`src/verilog/adc_ctrl_defs.svh`:
```
`ifndef ADC_CTRL_DEFS_SVH
`define ADC_CTRL_DEFS_SVH

// register offsets
`define OFS_RESULT_LO 8'h78
`define OFS_RESULT_HI 8'h79
`define OFS_CTRL_A 8'h7a
`define OFS_CTRL_B 8'h7b
`define OFS_INREF 8'h7c
`define OFS_TEST 8'h7d
`define OFS_DDIS 8'h7e
`define OFS_IRQ_STATUS 8'h70
`define OFS_IRQ_CLEAR 8'h71
`define OFS_IRQ_ENABLE 8'h72

// reset values
`define RST_BYTE 8'h00
`define RST_CTRL_A 8'h00

// control a fields
`define CA_ENABLE 7
`define CA_START 6
`define CA_AUTO 5
// control b fields
`define CB_CMP1_NEG_HI 5
`define CB_CMP1_NEG_LO 4
`define CB_CMP_CH 3
`define CB_TRIG_HI 2
`define CB_TRIG_LO 0
`define CB_MASK 8'h3f
// input/reference fields
`define IR_REF_HI 7
`define IR_REF_LO 6
`define IR_LADJ 5
`define IR_CH_HI 4
`define IR_CH_LO 0
// test mode field
`define TM_REF_OUT 0
`define TM_MASK 8'h01
// interrupt status bits
`define IRQ_DONE 0
`define IRQ_TRIG 1
`define IRQ_MASK 8'h03

// trigger source codes
`define TRG_CONTINUOUS 3'h0
`define TRG_CMP 3'h1
`define TRG_EXT0 3'h2
`define TRG_T0_CMP 3'h3
`define TRG_T0_OVF 3'h4
`define TRG_T1_CMPB 3'h5
`define TRG_T1_OVF 3'h6
`define TRG_T1_CAPT 3'h7

`endif

```
`src/verilog/adc_ctrl_pkg.sv`:
```
package adc_ctrl_pkg;
  typedef enum logic {ST_IDLE, ST_CONV} conv_state_t;
  typedef enum logic [1:0] {REF_EXT_PIN, REF_SUPPLY, REF_2V56, REF_1V25} ref_sel_t;
  typedef enum logic [1:0] {NEG_EXT_PIN, NEG_MUX_OUT, NEG_AMP1, NEG_AMP1_B} cmp1_neg_t;
endpackage

```
`src/verilog/adc_trig_edge.sv`:
```
`timescale 1ns/1ps
`include "adc_ctrl_defs.svh"
module adc_trig_edge
(
  input wire logic i_clk,
  input wire logic i_reset_n,
  input wire logic [2:0] i_source,
  input wire logic i_cmp_channel,
  input wire logic i_cmp0_out,
  input wire logic i_cmp1_out,
  input wire logic i_ext0_flag,
  input wire logic i_t0_cmp_flag,
  input wire logic i_t0_ovf_flag,
  input wire logic i_t1_cmpb_flag,
  input wire logic i_t1_ovf_flag,
  input wire logic i_t1_capt_flag,
  output logic o_edge
);
  logic sel;
  logic prev_q;
  logic prev_d;
  logic edge_q;
  logic edge_d;

  // pick the flag of the selected source; code zero has no event source
  always_comb
  begin
    unique case (i_source)
      `TRG_CMP: sel = i_cmp_channel ? i_cmp1_out : i_cmp0_out;
      `TRG_EXT0: sel = i_ext0_flag;
      `TRG_T0_CMP: sel = i_t0_cmp_flag;
      `TRG_T0_OVF: sel = i_t0_ovf_flag;
      `TRG_T1_CMPB: sel = i_t1_cmpb_flag;
      `TRG_T1_OVF: sel = i_t1_ovf_flag;
      `TRG_T1_CAPT: sel = i_t1_capt_flag;
      default: sel = 1'b0;
    endcase
    prev_d = sel;
    edge_d = sel & ~prev_q;
  end

  // a source switch may itself look like an edge; software should switch while idle
  always_ff @(posedge i_clk or negedge i_reset_n)
  begin
    if (!i_reset_n)
    begin
      prev_q <= 1'b0;
      edge_q <= 1'b0;
    end
    else
    begin
      prev_q <= prev_d;
      edge_q <= edge_d;
    end
  end

  assign o_edge = edge_q;
endmodule

```
`src/verilog/adc_result_align.sv`:
```
`timescale 1ns/1ps
`include "adc_ctrl_defs.svh"
module adc_result_align #(
  parameter int RESULT_W = 12
)
(
  input wire logic i_clk,
  input wire logic i_reset_n,
  input wire logic i_load,
  input wire logic i_left,
  input wire logic [RESULT_W-1:0] i_result,
  output logic [15:0] o_pair
);
  logic [15:0] pair_q;
  logic [15:0] pair_d;

  // the result has to fit the byte pair it is aligned into
  if (RESULT_W < 1 || RESULT_W > 16)
  begin
    $error("result width out of range");
  end

  // left aligned leaves the low bits zero, right aligned the high bits
  always_comb
  begin
    pair_d = pair_q;
    if (i_load)
    begin
      if (i_left)
        pair_d = {i_result, {(16-RESULT_W){1'b0}}};
      else
        pair_d = {{(16-RESULT_W){1'b0}}, i_result};
    end
  end

  always_ff @(posedge i_clk or negedge i_reset_n)
  begin
    if (!i_reset_n)
      pair_q <= 16'h0000;
    else
      pair_q <= pair_d;
  end

  assign o_pair = pair_q;
endmodule

```
`src/verilog/adc_trigger_mux_control.sv`:
```
// How it works
// - comparator 1 negative input: 00 external pin, 01 converter mux output, 1x amplifier 1.
// - comparator trigger channel picks comparator 0 when 0 and comparator 1 when 1.
// - trigger source field does nothing unless auto-trigger enable is set.
// - a clear-to-set change of the selected flag starts one conversion if enabled.
// - source zero is continuous conversion and ignores external trigger events.
// - sources 1..7 are comparator, ext int 0, t0 compare, t0 overflow, t1 cmp b, ovf, capture.
// - a reference change during a conversion takes effect only after it completes.
// - reference codes 0..3 select external pin, supply, 2.56V and 1.25V sources.
// - left-adjust bit 1 stores the result left justified, else right justified.
// - channel codes 0-7 pins, 8 quarter supply, 13 amplifier 0, 14 reference, 15 ground.
// - the test-mode bit drives the internal reference onto the reference pin.
// - a disable bit set forces the digital reading of its analog pin to zero.
// - conversion done sets the done flag and updates the result; it may serve as trigger.
// - auto-trigger enable lets the selected source start conversions, else only software.
`timescale 1ns/1ps
`include "adc_ctrl_defs.svh"
module adc_trigger_mux_control #(
  parameter int RESULT_W = 12
)
(
  input wire logic i_clk,
  input wire logic i_reset_n,
  input wire logic [7:0] i_addr,
  input wire logic [7:0] i_wdata,
  input wire logic i_wr,
  input wire logic i_rd,
  output logic [7:0] o_rdata,
  input wire logic i_cmp0_out,
  input wire logic i_cmp1_out,
  input wire logic i_ext0_flag,
  input wire logic i_t0_cmp_flag,
  input wire logic i_t0_ovf_flag,
  input wire logic i_t1_cmpb_flag,
  input wire logic i_t1_ovf_flag,
  input wire logic i_t1_capt_flag,
  input wire logic i_conv_done,
  input wire logic [RESULT_W-1:0] i_conv_result,
  input wire logic [7:0] i_pin_din,
  output logic o_conv_start,
  output logic o_converter_enable,
  output logic [1:0] o_reference_select,
  output logic [4:0] o_input_channel_select,
  output logic [1:0] o_cmp1_negative_select,
  output logic o_reference_test_out,
  output logic [7:0] o_pin_din,
  output logic o_irq
);
  if (RESULT_W < 1 || RESULT_W > 16)
  begin
    $error("result width out of range");
  end

  function automatic logic hit(input logic [7:0] a, input logic [7:0] ofs);
    hit = (a == ofs);
  endfunction

  ////////////////////////////////////////////////////////////////////////////
  // register state
  logic [7:0] ctrl_a_q, ctrl_a_d;
  logic [7:0] ctrl_b_q, ctrl_b_d;
  logic [7:0] inref_q, inref_d;
  logic [7:0] test_q, test_d;
  logic [7:0] ddis_q, ddis_d;
  logic [7:0] irq_st_q, irq_st_d;
  logic [7:0] irq_en_q, irq_en_d;
  logic [7:0] rdata_q, rdata_d;
  logic [15:0] result_pair;
  logic trig_edge;
  logic start_now;
  logic done_now;

  // software writes; reserved bits are masked so they stay zero
  always_comb
  begin
    ctrl_a_d = ctrl_a_q;
    ctrl_b_d = ctrl_b_q;
    inref_d = inref_q;
    test_d = test_q;
    ddis_d = ddis_q;
    irq_en_d = irq_en_q;
    irq_st_d = irq_st_q;
    if (start_now)
      ctrl_a_d[`CA_START] = 1'b0;
    if (i_wr)
    begin
      if (hit(i_addr, `OFS_CTRL_A))
        ctrl_a_d = {i_wdata[7:5], 5'h00} | {1'b0, ctrl_a_d[`CA_START], 6'h00};
      if (hit(i_addr, `OFS_CTRL_B))
        ctrl_b_d = i_wdata & `CB_MASK;
      if (hit(i_addr, `OFS_INREF))
        inref_d = i_wdata;
      if (hit(i_addr, `OFS_TEST))
        test_d = i_wdata & `TM_MASK;
      if (hit(i_addr, `OFS_DDIS))
        ddis_d = i_wdata;
      if (hit(i_addr, `OFS_IRQ_ENABLE))
        irq_en_d = i_wdata & `IRQ_MASK;
      if (hit(i_addr, `OFS_IRQ_CLEAR))
        irq_st_d = irq_st_q & ~i_wdata;
    end
    // events win over a clear in the same cycle
    if (done_now)
      irq_st_d[`IRQ_DONE] = 1'b1;
    if (start_now && ctrl_a_q[`CA_AUTO])
      irq_st_d[`IRQ_TRIG] = 1'b1;
  end

  always_ff @(posedge i_clk or negedge i_reset_n)
  begin
    if (!i_reset_n)
    begin
      ctrl_a_q <= `RST_CTRL_A;
      ctrl_b_q <= `RST_BYTE;
      inref_q <= `RST_BYTE;
      test_q <= `RST_BYTE;
      ddis_q <= `RST_BYTE;
      irq_st_q <= `RST_BYTE;
      irq_en_q <= `RST_BYTE;
    end
    else
    begin
      ctrl_a_q <= ctrl_a_d;
      ctrl_b_q <= ctrl_b_d;
      inref_q <= inref_d;
      test_q <= test_d;
      ddis_q <= ddis_d;
      irq_st_q <= irq_st_d;
      irq_en_q <= irq_en_d;
    end
  end

  ////////////////////////////////////////////////////////////////////////////
  // read port: data stand one cycle after the strobe, unmapped reads zero
  always_comb
  begin
    rdata_d = 8'h00;
    if (i_rd)
    begin
      case (i_addr)
        `OFS_RESULT_LO: rdata_d = result_pair[7:0];
        `OFS_RESULT_HI: rdata_d = result_pair[15:8];
        `OFS_CTRL_A: rdata_d = ctrl_a_q;
        `OFS_CTRL_B: rdata_d = ctrl_b_q;
        `OFS_INREF: rdata_d = inref_q;
        `OFS_TEST: rdata_d = test_q;
        `OFS_DDIS: rdata_d = ddis_q;
        `OFS_IRQ_STATUS: rdata_d = irq_st_q;
        `OFS_IRQ_ENABLE: rdata_d = irq_en_q;
        default: rdata_d = 8'h00;
      endcase
    end
  end

  always_ff @(posedge i_clk or negedge i_reset_n)
  begin
    if (!i_reset_n)
      rdata_q <= 8'h00;
    else
      rdata_q <= rdata_d;
  end

  ////////////////////////////////////////////////////////////////////////////
  // trigger edge detection on the selected source
  adc_trig_edge u_edge (
    .i_clk(i_clk),
    .i_reset_n(i_reset_n),
    .i_source(ctrl_b_q[`CB_TRIG_HI:`CB_TRIG_LO]),
    .i_cmp_channel(ctrl_b_q[`CB_CMP_CH]),
    .i_cmp0_out(i_cmp0_out),
    .i_cmp1_out(i_cmp1_out),
    .i_ext0_flag(i_ext0_flag),
    .i_t0_cmp_flag(i_t0_cmp_flag),
    .i_t0_ovf_flag(i_t0_ovf_flag),
    .i_t1_cmpb_flag(i_t1_cmpb_flag),
    .i_t1_ovf_flag(i_t1_ovf_flag),
    .i_t1_capt_flag(i_t1_capt_flag),
    .o_edge(trig_edge)
  );

  ////////////////////////////////////////////////////////////////////////////
  // conversion sequencing
  adc_ctrl_pkg::conv_state_t state_q, state_d;
  logic start_q, start_d;
  logic [1:0] ref_q, ref_d;
  logic [4:0] chan_q, chan_d;
  logic ladj_q, ladj_d;
  logic auto_go;
  logic continuous;

  assign done_now = (state_q == adc_ctrl_pkg::ST_CONV) && i_conv_done;
  assign continuous = ctrl_b_q[`CB_TRIG_HI:`CB_TRIG_LO] == `TRG_CONTINUOUS;
  // source field only matters with auto trigger on; continuous restarts on completion
  assign auto_go = ctrl_a_q[`CA_AUTO] && (continuous ? done_now : trig_edge);
  assign start_now = ctrl_a_q[`CA_ENABLE] && (state_q == adc_ctrl_pkg::ST_IDLE || done_now)
                     && (ctrl_a_q[`CA_START] || auto_go);

  // mux and reference settings follow the register while idle and are held from start until done
  always_comb
  begin
    state_d = state_q;
    ref_d = ref_q;
    chan_d = chan_q;
    ladj_d = ladj_q;
    start_d = start_now;
    if (state_q == adc_ctrl_pkg::ST_IDLE || done_now)
    begin
      ref_d = inref_q[`IR_REF_HI:`IR_REF_LO];
      chan_d = inref_q[`IR_CH_HI:`IR_CH_LO];
      ladj_d = inref_q[`IR_LADJ];
    end
    unique case (state_q)
      adc_ctrl_pkg::ST_IDLE:
        if (start_now)
          state_d = adc_ctrl_pkg::ST_CONV;
      adc_ctrl_pkg::ST_CONV:
        if (!ctrl_a_q[`CA_ENABLE])
          state_d = adc_ctrl_pkg::ST_IDLE;
        else if (done_now && !start_now)
          state_d = adc_ctrl_pkg::ST_IDLE;
    endcase
  end

  always_ff @(posedge i_clk or negedge i_reset_n)
  begin
    if (!i_reset_n)
    begin
      state_q <= adc_ctrl_pkg::ST_IDLE;
      start_q <= 1'b0;
      ref_q <= 2'h0;
      chan_q <= 5'h00;
      ladj_q <= 1'b0;
    end
    else
    begin
      state_q <= state_d;
      start_q <= start_d;
      ref_q <= ref_d;
      chan_q <= chan_d;
      ladj_q <= ladj_d;
    end
  end

  // result is captured with the alignment of the running conversion
  adc_result_align #(.RESULT_W(RESULT_W)) u_align (
    .i_clk(i_clk),
    .i_reset_n(i_reset_n),
    .i_load(done_now),
    .i_left(ladj_q),
    .i_result(i_conv_result),
    .o_pair(result_pair)
  );

  ////////////////////////////////////////////////////////////////////////////
  // registered pin-facing outputs
  logic en_q;
  logic [1:0] neg_q;
  logic tm_q;
  logic [7:0] din_q, din_d;
  logic irq_q;

  assign din_d = i_pin_din & ~ddis_q;

  always_ff @(posedge i_clk or negedge i_reset_n)
  begin
    if (!i_reset_n)
    begin
      en_q <= 1'b0;
      neg_q <= 2'h0;
      tm_q <= 1'b0;
      din_q <= 8'h00;
      irq_q <= 1'b0;
    end
    else
    begin
      en_q <= ctrl_a_d[`CA_ENABLE];
      neg_q <= ctrl_b_d[`CB_CMP1_NEG_HI:`CB_CMP1_NEG_LO];
      tm_q <= test_d[`TM_REF_OUT];
      din_q <= din_d;
      irq_q <= |(irq_st_d & irq_en_d);
    end
  end

  assign o_rdata = rdata_q;
  assign o_conv_start = start_q;
  assign o_converter_enable = en_q;
  assign o_reference_select = ref_q;
  assign o_input_channel_select = chan_q;
  assign o_cmp1_negative_select = neg_q;
  assign o_reference_test_out = tm_q;
  assign o_pin_din = din_q;
  assign o_irq = irq_q;
endmodule

```
`config.mk`:
```
export PLATFORM = sky130hd
export DESIGN_NAME = adc_trigger_mux_control
export DESIGN_NICKNAME = d
export VERILOG_FILES = /design/src/verilog/adc_ctrl_pkg.sv /design/src/verilog/adc_trig_edge.sv /design/src/verilog/adc_result_align.sv /design/src/verilog/adc_trigger_mux_control.sv
export VERILOG_INCLUDE_DIRS = /design/src /design/src/verilog
export SDC_FILE = /design/constraint.sdc
export NUM_CORES = 1
export LEC_CHECK = 0
export BUFFER_PORTS_ARGS = -buffer_cell sky130_fd_sc_hd__clkbuf_2
export CAP_MARGIN = 10
export CORE_ASPECT_RATIO = 0.7
export CORE_MARGIN = 5
export CORE_UTILIZATION = 40
export CTS_CLUSTER_SIZE = 16
export DETAILED_ROUTE_END_ITERATION = 12
export SLEW_MARGIN = 15
export SYNTH_ARGS = -nofsm -noshare
export SYNTH_HDL_FRONTEND = slang
export SYNTH_HIERARCHICAL = 1
export SYNTH_SLANG_ARGS = --single-unit
```
`constraint.sdc`:
```
create_clock -name i_clk -period 2.1 [get_ports i_clk]
set_input_delay 0.42 -clock i_clk [delete_from_list [all_inputs] [get_ports i_clk]]
set_output_delay 0.42 -clock i_clk [all_outputs]
set_load 0.01 [all_outputs]
```
# After elaboration in Yosys (flattened, before gate mapping)
# Index checks and enable logic that the tools add are counted.
dict set report word_totals {
  latch_bits 0
  ram_bits 0
  in_bits 49
  n_memories 0
  register_bits 93
  mem_bits_ro 0
}
dict set report classes {
  n_div 0
  mux 21
  n_shift 0
  order_cmp 0
  bitwise 9
  mul 0
  addsub 0
  reduce_logical 16
  eq_ne 17
}
# op n
set ops {}
lappend ops {{$eq A8 B7 Y1 const B} 10}
lappend ops {{$pmux W8 S9} 1}
lappend ops {{$mux W8} 7}
lappend ops {{$and A8 B8 Y8} 3}
lappend ops {{$mux W16} 1}
lappend ops {{$not A8 Y8} 2}
lappend ops {{$eq A3 B3 Y1 const B} 4}
lappend ops {{$mux W1} 10}
lappend ops {{$reduce_and A2 Y1} 5}
lappend ops {{$or A8 B7 Y8} 1}
lappend ops {{$reduce_or A8 Y1} 1}
lappend ops {{$pmux W1 S7} 1}
lappend ops {{$eq A3 B2 Y1 const B} 2}
lappend ops {{$logic_and A1 B1 Y1} 6}
lappend ops {{$eq A3 B1 Y1 const B} 1}
lappend ops {{$logic_not A3 Y1} 1}
lappend ops {{$logic_or A1 B1 Y1} 2}
lappend ops {{$not A1 Y1} 2}
lappend ops {{$pmux W1 S2} 1}
lappend ops {{$and A1 B1 Y1} 1}
lappend ops {{$logic_not A1 Y1} 1}

# Depth between registers and ports, before layout
# Gate-level depths: netlist of run 1.
dict set report logic_depth {
  ltp_word 10
  ltp_mapped 8
  ltp_nobuf 5
}

# By module
# Netlist of run 1, hierarchy kept.
# module instances area_each_um2 cells_each seq_area_each_um2
set modules_own_cells {}
lappend modules_own_cells {adc_trigger_mux_control 1 3226.8 279 1726.7}
lappend modules_own_cells {adc_result_align 1 716.9 69 400.4}
lappend modules_own_cells {adc_trig_edge 1 148.9 13 50.0}

# Worst setup path after synthesis of run 1
# No wires, ideal clock.
dict set report synth_timing {
  kind {input port to flip-flop}
  start {in i_addr[7]}
  end {reg ctrl_b_q[0]}
  required_ps 1975
  stages 7
  setup_slack_ps 111
  t_arrival_ps 1864
  n_path_buf 2
  cell_sequence {nand4b_4 nand2b_1 clkbuf_1 nor2_1 and3_1 buf_2 mux2_2}
}
dict set report synth_between {
  elab_chain_cells 2
}
# item line_no
set synth_rtl {}
lappend synth_rtl {{from (decl)} adc_trigger_mux_control.sv:24} ;# input wire logic [7:0] i_addr,
lappend synth_rtl {{$eq A8 B7 Y1} adc_trigger_mux_control.sv:55} ;# hit = (a == ofs);
lappend synth_rtl {{$reduce_and A2 Y1 (no source line)} -}
lappend synth_rtl {{to (signal assigned)} adc_trigger_mux_control.sv:114} ;# ctrl_b_q <= `RST_BYTE;
lappend synth_rtl {{to (signal assigned)} adc_trigger_mux_control.sv:124} ;# ctrl_b_q <= ctrl_b_d;
lappend synth_rtl {{to (decl)} adc_trigger_mux_control.sv:61} ;# logic [7:0] ctrl_b_q, ctrl_b_d;
# Every way passes these cells.
# A chain may end at the register's enable or synchronous reset.

# Worst setup path in the final report of run 1
dict set report layout_timing {
  start {in i_addr[7]}
  end {reg irq_q, in the netlist o_irq}
}
dict set report layout_between {
  elab_chain_cells 6
  word_cells_on_any_way 10
  cone_classes {eq/ne (2); mux (6); bitwise (1); reduce/logical (1)}
}
# item line_no
set layout_rtl {}
lappend layout_rtl {{$eq A8 B7 Y1} adc_trigger_mux_control.sv:55}
lappend layout_rtl {{$mux W8} adc_trigger_mux_control.sv:99} ;# if (hit(i_addr, `OFS_IRQ_CLEAR))
lappend layout_rtl {{$mux W8} adc_trigger_mux_control.sv:85} ;# if (i_wr)
lappend layout_rtl {{$mux W1 (on tied branches)} {adc_trigger_mux_control.sv:103, adc_trigger_mux_control.sv:105}}
lappend layout_rtl {{$and A8 B8 Y8 *} adc_trigger_mux_control.sv:280} ;# irq_q <= |(irq_st_d & irq_en_d);
lappend layout_rtl {{$reduce_or A8 Y1 *} adc_trigger_mux_control.sv:280}
lappend layout_rtl {{to (signal assigned)} adc_trigger_mux_control.sv:280}
lappend layout_rtl {{to (decl)} adc_trigger_mux_control.sv:260} ;# logic irq_q;
# Mark *: on every way between the ends. The rest lies on a longest branch, timed or not.

==> reports/results.ini, run 1 <==
[clock_tree]
clock_latency_ns=0.34
cts.sinks=87
cts_root_buffer=clkbuf_16
clk_pin_slew_ns=0.06
post-cts-setup-buffers=0
cts-buffers-inserted=9
cts.repair.resized=0
holdBufCountCts=0
htree_num_levels=3
cts_tree=built
cts_buffer_depth=2

[detailed_routing]
vias=3104
wire_per_inst_um=18.3
dr.pass1.iters=4
antenna_left=0
route.detailed.drc=0
finalWirelength_um=10700
viasPerCell=5.29
drtIter0Drc=280

[critical_path]
critPathLaunch=i_addr[7]
cp_max_fo=5
critPathKind=in -> reg
end_kind=register
crit_required_ns=2.33
cp_data_arrival_time_ns=1.99
critical-path-max-stage-delay_ns=0.42
cp-start-kind=input pin
cp_cell_sequence=clkbuf_2 -> nand4b_4 -> nor4b_1 -> buf_4 -> o221ai_1 -> o41a_1 -> a221o_1
r2r-start=ctrl_b_q[1]
cpMaxStageDelayCell=o41a_1

[timing]
max_freq_mhz=565
finalCritPeriodShare=0.842
setup_viol=0
rsz0062_at_grt=no
clock_skew_ns=0.00629
hold_violations=0
slew_headroom=0.491
slew_violations=0
layout_setup_ws_ns=0.332
worstMarginPinSlew_ns=0.763
fin_crit_ns=1.77
timing.hold.ws_ns=0.0289

[floorplanning]
pin_count=78
die_x_um=131
start_util=0.416
num_rows=30
coreArea_sq_um=9830
die_h_um=94.6
fp.dieArea_sq_um=12400

[outcome]
outcome=completed

[synth]
ys_seq_area_frac=0.532
yosys.area_share.adder=0
ys_async_sr_fraction=1.00
synth_area_per_cell_sq_um=11.3
syn_nets=410
ys_ff_latch=87
synth_area_sq_um=4090
synth_top_family_by_area=simple AND/OR/NAND/NOR gates
synthXorXnorAreaFrac=0
synth_compound_area_frac=0.128
synthSimpleGateAreaFrac=0.175
muxShareOfSynthArea=0.125
synth_cells=361
synth_edf_count=0
yosys_warnings=6
synthFlopType=dfrtp_1
synthDistinctLibCells=52

[place]
gp_congestion=0.877
dpl.hpwl_um=8210
portBuffers=77
dp_slack_ns=-0.0288
dpl_cell_area_sq_um=4720

[global_route]
grt_pass1_vias=3181
grt_antenna_before_repair=0
grt_max_degree=36
grt_pass1_wl_um=17500
grt.overflow.total=0
grt_use_total=0.188

[cells_and_area]
fill_cells=919
diodes=0
syn2layout_area_growth_pct=22.7
layout-drive-gt1-share=0.364
layout.nets=503
stdcell_area_sq_um=5020

[power_and_ir_drop]
cellPowerDensity_nw_per_um2=732
vdd_drop_max_mv=0.402
leakage_nw=2.48

[flow_run]
cap_violations=0

[min_path]
hold_path_class=in -> async

path summary, 6_finish.rpt:
check,endpoint,slack [ns],depth (start not counted)
max in group asynchronous,o_rdata[7],1.44,2
worst min register to register,u_edge/o_edge,0.41,1
min in group i_clk,o_pin_din[7],0.29,2
worst min-delay path,o_pin_din[3],0.03,1
worst max-delay path,o_irq,0.33,7
worst max register to register,o_irq,0.43,5
per-stage QoR:
step,instances,utilization,setup TNS [ns],power (mW)
finish,587,0.511,0,3.68
global route,587,0.511,0,3.84
CTS,587,0.511,0,3.73
detailed placement,571,0.480,-0.0789,2.12
global placement,571,0.480,-0.00984,2.11
floorplan,361,-,0,1.95
placed cells by master, fill, tap and decap left out, types with 7 or more instances in the layout:
cell and n:
nor2b_1 11, inv_1 9, clkbuf_16 9, nor2_1 18, clkbuf_2 76, nor3_1 9
a21oi_1 22, nand3_1 8, mux2_2 20, mux2_4 11, buf_4 24, o21ai_0 12
a221oi_1 7, a22oi_1 8, mux2i_1 12, nand2_1 42, dfrtp_1 87
sequential cells by signal (all words and copies together), names as in the netlist, 4 cells and up:
register / cells
u_align/o_pair: 16
o_input_channel_select: 5
o_pin_din: 8
irq_st_q: 8
irq_en_q: 8
ctrl_b_q: 4
inref_q: 8
ddis_q: 8
o_rdata: 8
power by group:
group | internal, mW | total [mW] | switching (mW) | leakage (nW)
sequential | 1.73 | 1.78 | 0.0496 | 1.15
combinational | 0.143 | 0.307 | 0.164 | 1.19
clock | 0.947 | 1.59 | 0.642 | 0.144
cells by family after synthesis:
group           Yosys count
compound gates           76
buf+inv                  30
flops                    87
mux                      43
simple gates            125
cells in the mapped netlist (all sizes together), types with 8 or more instances:
cell | instances | share of area
nor3 | 11 | 0.017
a221oi | 8 | 0.019
buf | 12 | 0.024
a22oi | 8 | 0.015
mux2i | 12 | 0.029
and2 | 10 | 0.017
mux2 | 31 | 0.095
nand2 | 44 | 0.043
o21ai | 12 | 0.015
inv | 10 | 0.0092
nor2b | 11 | 0.017
clkbuf | 8 | 0.0076
a21oi | 22 | 0.027
nand3 | 8 | 0.0098
nor2 | 19 | 0.019
dfrtp | 87 | 0.53
layout make-up:
class | count | area (sq um) | share of cell area
clock buffer | 10 | 239 | 0.0476
clock inverter | 6 | 60.1 | 0.0120
inverter | 10 | 37.5 | 0.00747
multi-input combinational | 244 | 1750 | 0.348
sequential | 87 | 2180 | 0.433
tap | 128 | 160 | 0.0319
timing repair buffer | 102 | 601 | 0.120
per-layer routing:
layer,part of all wire,global-route usage
met1,0.50,0.282
met2,0.42,0.267
met3,0.068,0.0464
met4,0.012,0.0522
met5,0,0
worst max-delay path, delay by kind of cell:
kind	cells	cell delay, ns
AOI/OAI and AO/OA	3	0.79
and+or+nand+nor	2	0.53
buffers and inverters	2	0.25
Note: power is estimated with default switching activity, not from simulation.
==> run 2, diff against run 1 <==
--- a/config.mk
+++ b/config.mk
@@ -6,6 +6,7 @@
 export SDC_FILE = /design/constraint.sdc
 export NUM_CORES = 1
 export LEC_CHECK = 0
+export ABC_AREA = 1
 export BUFFER_PORTS_ARGS = -buffer_cell sky130_fd_sc_hd__clkbuf_2
 export CAP_MARGIN = 10
 export CORE_ASPECT_RATIO = 0.7
==> constraint.sdc (replaced) <==
create_clock -name i_clk -period 1.5 [get_ports i_clk]
set_input_delay 0.3 -clock i_clk [delete_from_list [all_inputs] [get_ports i_clk]]
set_output_delay 0.3 -clock i_clk [all_outputs]
set_load 0.01 [all_outputs]
==> run 2 against run 1 <==
  * Synthesized cell count grew 48%
  * Clock power increased by 55%
  * Final cell count grew 34%
  * Combinational power grew 74%
  * Critical path depth grew 3
  * Register-to-register slack worse by 0.28 ns
  * Sequential cell count did not move
  * Design area grew 4.7%
  * Core utilization grew 0.46 points
  * Via count up 22%
  * Worst setup slack got worse by 0.19 ns
  * Critical path type unchanged
==> reports/results.ini, run 2 <==
[floorplanning]
fp.dieArea_sq_um=12400  ; +0.50%
coreArea_sq_um=10200  ; +3.7%
die_h_um=94.9  ; +0.24%
start_util=0.403  ; -0.0127
pin_count=78  ; unchanged
num_rows=31  ; +3.3%
die_x_um=131  ; +0.25%

[power_and_ir_drop]
vdd_drop_max_mv=0.530  ; +32%
leakage_nw=2.94  ; +19%
total_power_mw=5.59  ; +52%
cellPowerDensity_nw_per_um2=1060  ; +45%

[detailed_routing]
drtIter0Drc=292  ; +4.3%
antenna_left=0  ; unchanged
finalWirelength_um=11600  ; +8.1%
viasPerCell=4.83  ; -8.7%
route.detailed.drc=0  ; unchanged
wire_per_inst_um=14.8  ; -19%
vias=3783  ; +22%
dr.pass1.iters=5  ; +1

[synth]
synthSimpleGateAreaFrac=0.275  ; +0.100
yosys.area_share.adder=0  ; unchanged
synth_area_per_cell_sq_um=7.71  ; -32%
ys_ff_latch=87  ; unchanged
ys_seq_area_frac=0.529  ; -0.00291
synth_area_sq_um=4120  ; +0.55%
synth_cells=534  ; +48%
synthDominantCellAreaShare=0.529  ; -0.00291
synthFlopType=dfrtp_1
synth_top_family_by_area=simple AND/OR/NAND/NOR gates
ys_async_sr_fraction=1.00  ; unchanged
synthXorXnorAreaFrac=0  ; unchanged
synth_compound_area_frac=0.0882  ; -0.0399
synth_area_leaders=dfrtp_1, nand2_1, inv_1
muxShareOfSynthArea=0  ; -0.125
synth_common_cells=nand2_1, inv_1, dfrtp_1
synth_edf_count=0  ; unchanged
synth.most_common_cell=nand2_1
synthDistinctLibCells=24  ; -54%
syn_nets=583  ; +42%
synth_top_area_cell=dfrtp_1
yosys_warnings=6  ; unchanged

[place]
placed_cells=767  ; +34%
gp_congestion=0.909  ; +3.6%
portBuffers=77  ; unchanged
dpl_cell_area_sq_um=4900  ; +3.7%
dpl.hpwl_um=9190  ; +12%

[clock_tree]
cts.sinks=87  ; unchanged
cts_buffer_depth=2  ; unchanged
clk_pin_slew_ns=0.07  ; about the same
cts_tree=built
cts_root_buffer=clkbuf_16
cts-buffers-inserted=9  ; unchanged
post-cts-setup-buffers=0  ; unchanged
htree_num_levels=3  ; unchanged
clock_latency_ns=0.34  ; about the same

[timing]
clock_skew_ns=0.00736  ; +0.00107 ns
hold_violations=0  ; unchanged
setup_viol=0  ; unchanged
fin_crit_ns=1.36
timing.hold.ws_ns=0.133  ; +0.104 ns
max_freq_mhz=735
finalCritPeriodShare=0.907
rsz0062_at_grt=no
worstMarginPinSlew_ns=0.330  ; -0.433 ns
slew_headroom=0.779  ; +0.287
slew_violations=0  ; unchanged

[critical_path]
cp-start-kind=input pin
cp_data_arrival_time_ns=1.62  ; -0.37 ns
crit_required_ns=1.76  ; -0.57 ns
cp_max_fo=3  ; -2
critPathKind=in -> reg
end_kind=register

[cells_and_area]
layout_commonest_cell=nand2_1
final_cell_mix=nand2_1, inv_1, dfrtp_1
largest_register_ffs=16  ; unchanged
stdcell_area_sq_um=5260  ; +4.7%
syn2layout_area_growth_pct=27.8
layout.nets=696  ; +38%
fin_cells=784  ; +34%
diodes=0  ; unchanged
layout-drive-gt1-share=0.229  ; -0.135

[global_route]
grt_antenna_before_repair=0  ; unchanged
grt_pass1_vias=3650  ; +15%
grt.overflow.total=0  ; unchanged
grt_pass1_wl_um=19400  ; +11%
grt_max_degree=61  ; +69%
grt_use_total=0.198  ; +0.0104

[min_path]
hold_path_class=in -> reg

[flow_run]
cap_violations=0  ; unchanged

[outcome]
outcome=completed

## run 2: logic make-up after synthesis
family	count (synthesis)
flops	87
simple gates	268
compound gates	69
buf+inv	110
## run 2: repair_timing
| item | 4_1_cts | 5_1_grt |
|---|---|---|
| endpoints found under the setup margin | 0 | 2 |
| endpoints found under the hold margin | 76 | 0 |
| resized for setup | 0 | 6 |
| hold buffers | 1 | 0 |
## run 2: power breakdown
part,internal [mW],switching [mW],total [mW]
logic,0.212,0.323,0.534
registers,2.49,0.0932,2.58
clock network,1.51,0.960,2.47
total,4.21,1.38,5.59
## run 2: area by class of cell
| class | count | area, sq um |
|---|---|---|
| sequential | 87 | 2180 |
| multi-input combinational | 337 | 1510 |
| timing repair buffer | 114 | 706 |
| clock buffer | 10 | 239 |
| inverter | 98 | 368 |
| fill | 1031 | 4940 |
| tap | 132 | 165 |
| clock inverter | 6 | 92.6 |
## run 2: worst max-delay path: stages
cell	delay (ns)
clkbuf_2	0.09
buf_4	0.12
nor2_1	0.10
nand2_1	0.14
buf_4	0.17
nor3_2	0.26
nand2_1	0.13
nand2_1	0.08
nor2_1	0.04
a21oi_1	0.18
## run 2: stage by stage
| step | setup WS [ns] | TNS (ns) | utilization |
|---|---|---|---|
| 5_1_grt | 0.0276 | 0 | 0.515 |
| 3_3_place_gp | -0.141 | -0.802 | 0.480 |
| 6_report | 0.139 | 0 | 0.515 |
| 4_1_cts | 0.0970 | 0 | 0.514 |
| 2_1_floorplan | 0.176 | 0 | - |
| 3_5_place_dp | -0.215 | -1.99 | 0.480 |
## run 2: worst paths after layout
| kind | start | end | slack [ns] | cells past startpoint |
|---|---|---|---|---|
| min in group asynchronous | i_reset_n | o_pin_din[6] | 0.46 | 3 |
| max reg2reg | ctrl_b_q[0] | o_irq | 0.15 | 9 |
| min reg2reg | u_edge/prev_q | u_edge/o_edge | 0.40 | 1 |
| max in group asynchronous | i_reset_n | irq_st_q[3] | 0.69 | 3 |
| max | i_addr[7] | o_rdata[1] | 0.14 | 10 |
| min | i_pin_din[3] | o_pin_din[3] | 0.13 | 3 |
## run 2: per-layer routing
metal,up-vias,part of all wire,track usage
li1,1873,-,-
met4,0,0.0086,0.0389
met3,11,0.065,0.0495
met1,1772,0.51,0.308
met2,127,0.41,0.277
met5,-,0,0
